**config.mk**
```make
export PLATFORM = sky130hd
export DESIGN_NAME = pri_ctrl
export DESIGN_NICKNAME = d
export VERILOG_FILES = /design/src/hw/pri_pkg.sv /design/src/hw/pri_ctrl.sv /design/src/hw/pri_resolve.sv
export VERILOG_INCLUDE_DIRS = /design/src /design/src/hw
export SDC_FILE = /design/constraint.sdc
export NUM_CORES = 1
export LEC_CHECK = 0
export BUFFER_PORTS_ARGS = -buffer_cell sky130_fd_sc_hd__buf_2
export CAP_MARGIN = 20
export CORE_MARGIN = 2
export CORE_UTILIZATION = 50
export DETAILED_ROUTE_END_ITERATION = 12
export PLACE_DENSITY = 0.75
export SYNTH_ARGS = -nofsm -noshare
export SYNTH_HDL_FRONTEND = slang
export SYNTH_SLANG_ARGS = --single-unit
```
**constraint.sdc**
```tcl
create_clock -name sys_clk_in -period 3.8 [get_ports sys_clk_in]
set_input_delay 0.38 -clock sys_clk_in [delete_from_list [all_inputs] [get_ports sys_clk_in]]
set_output_delay 0.38 -clock sys_clk_in [all_outputs]
set_load 0.01 [all_outputs]
```
**src/hw/pri_consts.svh**
```systemverilog
// Purpose: constants of the priority interrupt controller
// Assumes: included by its bare name, definitions only
// Notes: bit positions refer to the written command byte
`ifndef PRI_CONSTS_SVH
`define PRI_CONSTS_SVH
`define PRI_LINES 8
`define PRI_ID_BIT 4
`define PRI_W4_BIT 0
`define PRI_EDGE_BIT 3
`define PRI_ADI_BIT 2
`define PRI_SNGL_BIT 1
`define PRI_SEL3_BIT 3
`define PRI_R_BIT 7
`define PRI_SL_BIT 6
`define PRI_EOI_BIT 5
`define PRI_ESMM_BIT 6
`define PRI_SMM_BIT 5
`define PRI_RR_BIT 1
`define PRI_RIS_BIT 0
`define PRI_BOTTOM_RST 3'h7
`define PRI_SPUR_LINE 3'h7
`define PRI_CALL_OP 8'hcd
`define PRI_SYNC_W 21
`endif

```
**src/hw/pri_pkg.sv**
```systemverilog
// Purpose: state types of the priority interrupt controller
// Assumes: used through pri_pkg:: only
// Notes: gray codes along the usual path
package pri_pkg;
   // init sequence: off, second word, cascade word, extra word, ready
   typedef enum logic [2:0] {
      INI_OFF = 3'h0,
      INI_W2 = 3'h1,
      INI_W3 = 3'h3,
      INI_W4 = 3'h2,
      INI_RDY = 3'h6
   } pri_init_t;
   // acknowledge bytes: opcode, low address, high address
   typedef enum logic [1:0] {
      ACK_IDLE = 2'h0,
      ACK_OP = 2'h1,
      ACK_LO = 2'h3,
      ACK_HI = 2'h2
   } pri_ack_t;
endpackage

```
**src/hw/pri_ctrl.sv**
```systemverilog
// Purpose: eight-line priority interrupt controller, device side
// Assumes: asynchronous bus pins, processor gives three acknowledges
// Notes: pins pass two flops, so strobes must last over 3 cycles
`timescale 1ns/1ps
`include "pri_consts.svh"
module pri_ctrl (
   input wire logic sys_clk_in,
   input wire logic reset_n_in,
   input wire logic cs_n_in,
   input wire logic rd_n_in,
   input wire logic wr_n_in,
   input wire logic a0_in,
   input wire logic [7:0] data_in,
   input wire logic inta_n_in,
   input wire logic [7:0] request_input_in,
   output logic [7:0] data_out,
   output logic data_oe_out,
   output logic cpu_maskable_request_input_out
);
   logic [`PRI_SYNC_W-1:0] meta; // first sync stage
   logic [`PRI_SYNC_W-1:0] sync; // second sync stage
   logic cs_n_s, rd_n_s, wr_n_s, a0_s, inta_n_s;
   logic [7:0] d_s; // synced bus data
   logic [7:0] req_s; // synced request lines
   logic wr_prev, inta_prev; // edge history
   logic [7:0] req_prev; // request history
   pri_pkg::pri_init_t init_st, next_init;
   pri_pkg::pri_ack_t ack_st, next_ack;
   logic [7:0] pending_request_register, next_irr;
   logic [7:0] in_service_register, next_isr;
   logic [7:0] mask, next_mask; // one disables
   logic [2:0] bottom, next_bottom; // lowest priority line
   logic auto_rot, next_auto; // rotate at plain end
   logic smm, next_smm; // special mask mode
   logic rd_isr, next_rd_isr; // read select
   logic edge_mode, next_edge;
   logic adi, next_adi; // four-byte spacing
   logic single, next_single; // no cascade
   logic need_w4, next_need_w4;
   logic [2:0] addr75, next_addr75; // address bits 7..5
   logic [7:0] init_word_two, next_w2;
   logic [2:0] ack_line, next_ack_line;
   logic [7:0] isr_set, isr_clr, irr_clr; // update terms
   logic [3:0] top; // {valid, line} of top service
   logic hit; // resolver has a winner
   logic [2:0] line; // resolver winner
   logic wr_evt, inta_fall, inta_rise, ready;
   logic [7:0] next_data;
   logic next_oe, next_cpu_maskable_request_input;

   // one-hot of a line number
   function automatic logic [7:0] one_hot(input logic [2:0] n);
      one_hot = 8'h01 << n;
   endfunction

   // highest-priority in-service line, valid bit on top
   function automatic logic [3:0] top_isr(input logic [7:0] v,
                                          input logic [2:0] b);
      logic [2:0] n;
      top_isr = 4'h0;
      n = 3'h0;
      for (int k = `PRI_LINES - 1; k >= 0; k--) begin
         n = b + 3'(k + 1);
         if (v[n]) begin
            top_isr = {1'b1, n};
         end
      end
   endfunction

   // two-flop synchroniser on every pin
   always_ff @(posedge sys_clk_in or negedge reset_n_in) begin
      if (!reset_n_in) begin
         meta <= {3'h7, 2'h1, 16'h0000};
         sync <= {3'h7, 2'h1, 16'h0000};
         wr_prev <= 1'b1;
         inta_prev <= 1'b1;
         req_prev <= 8'h00;
      end else begin
         meta <= {cs_n_in, rd_n_in, wr_n_in, a0_in, inta_n_in,
                  data_in, request_input_in};
         sync <= meta;
         wr_prev <= wr_n_s;
         inta_prev <= inta_n_s;
         req_prev <= req_s;
      end
   end

   assign {cs_n_s, rd_n_s, wr_n_s, a0_s, inta_n_s, d_s, req_s} = sync;
   // write taken at the rising write strobe
   assign wr_evt = !cs_n_s && wr_n_s && !wr_prev;
   assign inta_fall = !inta_n_s && inta_prev;
   assign inta_rise = inta_n_s && !inta_prev;
   assign ready = (init_st == pri_pkg::INI_RDY);
   assign top = top_isr(in_service_register, bottom);

   // masked requests never reach the resolver
   pri_resolve u_resolve (
      .sys_clk_in(sys_clk_in),
      .reset_n_in(reset_n_in),
      .pend_in(pending_request_register & ~mask),
      .isr_in(in_service_register),
      .bottom_in(bottom),
      .smm_in(smm),
      .hit_out(hit),
      .line_out(line)
   );

   // next state of registers, sequences and modes
   always_comb begin
      next_init = init_st;
      next_ack = ack_st;
      next_mask = mask;
      next_bottom = bottom;
      next_auto = auto_rot;
      next_smm = smm;
      next_rd_isr = rd_isr;
      next_edge = edge_mode;
      next_adi = adi;
      next_single = single;
      next_need_w4 = need_w4;
      next_addr75 = addr75;
      next_w2 = init_word_two;
      next_ack_line = ack_line;
      isr_set = 8'h00;
      isr_clr = 8'h00;
      irr_clr = 8'h00;
      // acknowledge sequence, one byte per falling edge
      case (ack_st)
         pri_pkg::ACK_IDLE: begin
            if (inta_fall) begin
               next_ack = pri_pkg::ACK_OP;
               next_ack_line = hit ? line : `PRI_SPUR_LINE;
               if (hit) begin
                  isr_set = one_hot(line);
                  irr_clr = one_hot(line);
               end
            end
         end
         pri_pkg::ACK_OP: begin
            if (inta_fall) begin
               next_ack = pri_pkg::ACK_LO;
            end
         end
         pri_pkg::ACK_LO: begin
            if (inta_fall) begin
               next_ack = pri_pkg::ACK_HI;
            end
         end
         pri_pkg::ACK_HI: begin
            if (inta_rise) begin
               next_ack = pri_pkg::ACK_IDLE;
            end
         end
         default: next_ack = pri_pkg::ACK_IDLE;
      endcase
      if (wr_evt && !a0_s) begin
         // bit 4 marks the first word
         if (d_s[`PRI_ID_BIT]) begin
            next_init = pri_pkg::INI_W2;
            next_edge = d_s[`PRI_EDGE_BIT];
            next_adi = d_s[`PRI_ADI_BIT];
            next_single = d_s[`PRI_SNGL_BIT];
            next_need_w4 = d_s[`PRI_W4_BIT];
            next_addr75 = d_s[7:5];
            next_mask = 8'h00;
            isr_clr = 8'hff;
            irr_clr = 8'hff;
            next_bottom = `PRI_BOTTOM_RST;
            next_auto = 1'b0;
            next_smm = 1'b0;
            next_rd_isr = 1'b0;
         end else if (!ready) begin
            next_init = init_st;
         end else if (!d_s[`PRI_SEL3_BIT]) begin
            if (d_s[`PRI_EOI_BIT] && !d_s[`PRI_SL_BIT]) begin
               if (top[3]) begin
                  isr_clr = one_hot(top[2:0]);
                  if (d_s[`PRI_R_BIT] || auto_rot) begin
                     next_bottom = top[2:0];
                  end
               end
               if (d_s[`PRI_R_BIT]) begin
                  next_auto = 1'b1;
               end
            end else if (d_s[`PRI_EOI_BIT]) begin
               isr_clr = one_hot(d_s[2:0]);
               next_bottom = d_s[2:0];
            end else if (d_s[`PRI_SL_BIT] && d_s[`PRI_R_BIT]) begin
               next_bottom = d_s[2:0];
            end else if (!d_s[`PRI_SL_BIT]) begin
               next_auto = d_s[`PRI_R_BIT];
            end
         end else begin
            if (d_s[`PRI_ESMM_BIT]) begin
               next_smm = d_s[`PRI_SMM_BIT];
            end
            if (d_s[`PRI_RR_BIT]) begin
               next_rd_isr = d_s[`PRI_RIS_BIT];
            end
         end
      end else if (wr_evt) begin
         case (init_st)
            pri_pkg::INI_W2: begin
               next_w2 = d_s;
               if (!single) begin
                  next_init = pri_pkg::INI_W3;
               end else if (need_w4) begin
                  next_init = pri_pkg::INI_W4;
               end else begin
                  next_init = pri_pkg::INI_RDY;
               end
            end
            pri_pkg::INI_W3: begin
               next_init = need_w4 ? pri_pkg::INI_W4 : pri_pkg::INI_RDY;
            end
            pri_pkg::INI_W4: next_init = pri_pkg::INI_RDY;
            pri_pkg::INI_RDY: next_mask = d_s;
            default: next_init = init_st;
         endcase
      end
      // pending register, set wins over clear
      if (edge_mode) begin
         next_irr = (pending_request_register & ~irr_clr) |
                    (req_s & ~req_prev);
      end else begin
         next_irr = req_s;
      end
      next_isr = (in_service_register & ~isr_clr) | isr_set;
   end

   // outputs: request, read data and acknowledge bytes
   always_comb begin
      next_data = 8'h00;
      // one request line to the processor
      next_cpu_maskable_request_input = ready && hit && (ack_st == pri_pkg::ACK_IDLE) &&
                  !inta_fall;
      next_oe = !inta_n_s || (!cs_n_s && !rd_n_s);
      if (!inta_n_s) begin
         case (next_ack)
            pri_pkg::ACK_OP: next_data = `PRI_CALL_OP;
            pri_pkg::ACK_LO: next_data = next_adi ?
               {next_addr75, next_ack_line, 2'h0} :
               {next_addr75[2:1], next_ack_line, 3'h0};
            pri_pkg::ACK_HI: next_data = next_w2;
            default: next_data = 8'h00;
         endcase
      end else if (a0_s) begin
         next_data = mask;
      end else begin
         next_data = rd_isr ? in_service_register :
                     pending_request_register;
      end
   end

   always_ff @(posedge sys_clk_in or negedge reset_n_in) begin
      if (!reset_n_in) begin
         init_st <= pri_pkg::INI_OFF;
         ack_st <= pri_pkg::ACK_IDLE;
         pending_request_register <= 8'h00;
         in_service_register <= 8'h00;
         mask <= 8'h00;
         bottom <= `PRI_BOTTOM_RST;
         auto_rot <= 1'b0;
         smm <= 1'b0;
         rd_isr <= 1'b0;
         edge_mode <= 1'b0;
         adi <= 1'b0;
         single <= 1'b1;
         need_w4 <= 1'b0;
         addr75 <= 3'h0;
         init_word_two <= 8'h00;
         ack_line <= 3'h0;
         data_out <= 8'h00;
         data_oe_out <= 1'b0;
         cpu_maskable_request_input_out <= 1'b0;
      end else begin
         init_st <= next_init;
         ack_st <= next_ack;
         pending_request_register <= next_irr;
         in_service_register <= next_isr;
         mask <= next_mask;
         bottom <= next_bottom;
         auto_rot <= next_auto;
         smm <= next_smm;
         rd_isr <= next_rd_isr;
         edge_mode <= next_edge;
         adi <= next_adi;
         single <= next_single;
         need_w4 <= next_need_w4;
         addr75 <= next_addr75;
         init_word_two <= next_w2;
         ack_line <= next_ack_line;
         data_out <= next_data;
         data_oe_out <= next_oe;
         cpu_maskable_request_input_out <= next_cpu_maskable_request_input;
      end
   end
endmodule

```
**src/hw/pri_resolve.sv**
```systemverilog
// Purpose: rotating priority resolver with registered result
// Assumes: inputs from the same clock domain
// Notes: one cycle from state change to result
`timescale 1ns/1ps
`include "pri_consts.svh"
module pri_resolve (
   input wire logic sys_clk_in,
   input wire logic reset_n_in,
   input wire logic [7:0] pend_in,
   input wire logic [7:0] isr_in,
   input wire logic [2:0] bottom_in,
   input wire logic smm_in,
   output logic hit_out,
   output logic [2:0] line_out
);
   logic next_hit; // a line wins this cycle
   logic [2:0] next_line; // winning line
   logic stop; // scan ended
   logic [2:0] ln; // line under scan

   // scan every cycle
   // scan starts one above the bottom line, wrapping
   always_comb begin
      next_hit = 1'b0;
      next_line = 3'h0;
      stop = 1'b0;
      ln = 3'h0;
      for (int k = 0; k < `PRI_LINES; k++) begin
         ln = bottom_in + 3'(k + 1);
         if (!stop) begin
            if (isr_in[ln] && !smm_in) begin
               stop = 1'b1;
            // special mask skips only that level
            end else if (pend_in[ln] && !isr_in[ln]) begin
               next_hit = 1'b1;
               next_line = ln;
               stop = 1'b1;
            end
         end
      end
   end

   // result register
   always_ff @(posedge sys_clk_in or negedge reset_n_in) begin
      if (!reset_n_in) begin
         hit_out <= 1'b0;
         line_out <= 3'h0;
      end else begin
         hit_out <= next_hit;
         line_out <= next_line;
      end
   end
endmodule

```
==> results.txt <==
Worst-margin pin slew: 0.653 ns
P_leak: 0.00316 µW
Core ar.: 0.0126 mm²
Final WL: 17.2 mm
Pin count of the biggest net entering global routing: 120
Max Slew Vio Count: 0
Initial antenna violation count: 0
Setup TNS: 0 ns
Min-Delay Path Class: in -> async
Root Driver: clkbuf_16
Peak Freq: 0.280 GHz
Hpwl dp: 12.1 mm
VDD IR-drop max: 0.000616 V
Synthesized net count: 645
Layout cells sized above 1: 0.221
Routed Antenna Nets: 0
Netlist cell types: 76
Post-synthesis sequential area ratio: 0.466
First-pass GRT wire length: 27.7 mm
Fill cell count: 1032
Async S/R FF share, synth: 1.00
Top-count cell post-synth: dfrtp_1
Cell area after layout: 0.00736 mm²
Htree depth: 4
Total power: 6020 µW
EDFF count, synth: 0
P per Cell Area: 818 mW/mm²
Yosys warns: 0
Max_slew headroom: 0.553
Clock Skews: 0.0131 ns
IO Port Bufs: 32
# clock sinks: 119
FF+latch count, synth: 119
Ant diodes: 0
Synth area leaders: dfrtp_1 41%, mux4_2 7.0%, dfstp_2 5.7%
Worst setup EP type: register
CTS clk-pin slew, worst paths: 0.06 ns
CTS tree: done
FP Rows: 41
P&R area growth vs syn: 14.6%
Final nets: 672
Syn avg cell area: 10.4 µm²
Die Area: 0.0138 mm²
RSZ-0062 raised after global routing: no
Area leader, netlist: dfrtp_1
Placed Area: 0.00675 mm²
CP max FO: 11
Syn Inst Count: 620
Core Util, Final: 0.585
Crit path DAT: 3.88 ns
Chip height: 117 µm
Mapped Area: 0.00642 mm²
Period Utilization, post-route: 0.940
Worst setup SP type: register
Number of global-route vias before repair: 5211
Critical path type: reg -> reg
Drt drc: 0
WHS: 0.0520 ns
I/O pins: 33
All-Layer GR Usage: 0.256
First-pass DRT Iterations: 5
Initial DRC Count: 557
Clk_lat worst skew: 0.41 ns
Global route total overflow: 0
Placer congestion estimate: 0.966
Synth Flop Type: dfrtp_1
Drt via density: 6.29
Period minus WS final: 3.57 ns
Inserted Clock Buffers: 17
Final Setup Violations: 0
Post-CTS Hold Fix Bufs: 0
Die width: 117 µm
Critical Path RT: 4.10 ns
Synth top cells by count: 105 x dfrtp_1, 81 x nand2_1, 38 x a21oi_1
Top cell type's share of synthesized area: 0.409
Final Hold Viols: 0
Wire per inst: 20.7 µm
Max cap viols: 0
Via count: 5234
Starting Density: 0.511
Run status: finished, final reports clean
CTS max path bufs: 2
==> where the power goes <==
part	internal [µW]	switching, µW
combinational	1130	1500
sequential	1510	271
clock	1010	609
==> layer usage <==
layer,up-vias,routed length [µm],track usage
met3,33,1420,0.0559
met2,270,8260,0.395
met5,-,0,0
met1,2576,7180,0.354
met4,0,340,0.102
li1,2355,-,-
==> final cells by class <==
type	instances	area, µm²	area share
Clock buffer	19	443	0.0602
Clock inverter	13	160	0.0218
Timing Repair Buffer	50	318	0.0432
Sequential cell	119	3000	0.407
Multi-Input combinational cell	443	3170	0.430
Tap cell	172	215	0.0292
Inverter	16	60.1	0.00816
==> stage by stage <==
step / setup WS (ns) / instances
2_1_floorplan: 0.0783 / 620
3_3_place_gp: 0.319 / 800
3_5_place_dp: 0.279 / 800
4_1_cts: 0.252 / 832
5_1_grt: 0.0461 / 832
6_report: 0.228 / 832
==> logic make-up after synthesis <==
family / after synthesis / synth area share
and+or+nand+nor: 200 / 0.151
muxes: 68 / 0.148
DFF: 119 / 0.466
buffers and inverters: 58 / 0.0403
AOI/OAI and AO/OA: 167 / 0.179
adders and majority gates: 2 / 0.00390
xor gates and xnor gates: 6 / 0.0105
==> critical path, stage by stage (launching register included) <==
cell and delay, ns:
dfstp_2 0.55, inv_2 0.04, ha_1 0.36, buf_4 0.25
mux2i_1 0.25, mux2i_1 0.11, o221ai_1 0.37, buf_4 0.21
o21ai_0 0.10, a311oi_1 0.53, a21o_1 0.29, nand4b_1 0.14
a31o_1 0.25
==> repair_timing <==
item                                    4_1_cts  5_1_grt
buffers inserted                              0        0
gates resized for setup                       0        2
endpoints found under the setup margin        0        1
==> final timing paths <==
path	slack, ns	depth (start not counted)	endpoint	from
worst max-delay path	0.23	12	in_service_register[0]	bottom[0]
worst min-delay path	0.05	2	meta[10]	reset_n_in
worst max register to register	0.23	12	in_service_register[0]	bottom[0]
worst min register to register	0.35	0	sync[11]	meta[11]
max in group asynchronous	3.31	2	smm	reset_n_in
min in group sys_clk_in	0.07	1	meta[18]	wr_n_in
==> flip-flops by register name (all words and copies together), names as in the netlist, 2 cells and up <==
register and flops:
addr75 3, ack_st 2, u_resolve.line_out 3, pending_request_register 8
req_prev 8, meta 21, mask 8, data_out 8
bottom 3, ack_line 3, sync 21, init_word_two 8
in_service_register 8, init_st 3
==> layout by cell type, fill, tap and decap left out, types with 4 or more instances in the layout <==
cell type	count
o211ai_1	7
buf_2	31
nor3_1	5
o221ai_1	4
o22ai_1	5
nor4_1	4
o21ai_0	33
nand2_1	81
nand2b_1	12
dfstp_2	14
mux4_2	20
a21oi_1	38
a31oi_1	10
o21a_1	4
or2_2	4
nand3_1	19
inv_1	12
mux2_2	17
inv_6	6
a32o_1	8
dfrtp_1	105
nor2b_1	11
o31ai_1	7
mux2i_1	30
nor2_1	36
a21o_1	4
or2_1	4
buf_4	16
or3_1	4
clkbuf_16	17
and3_1	4
Power figures use the tool's default switching activity.
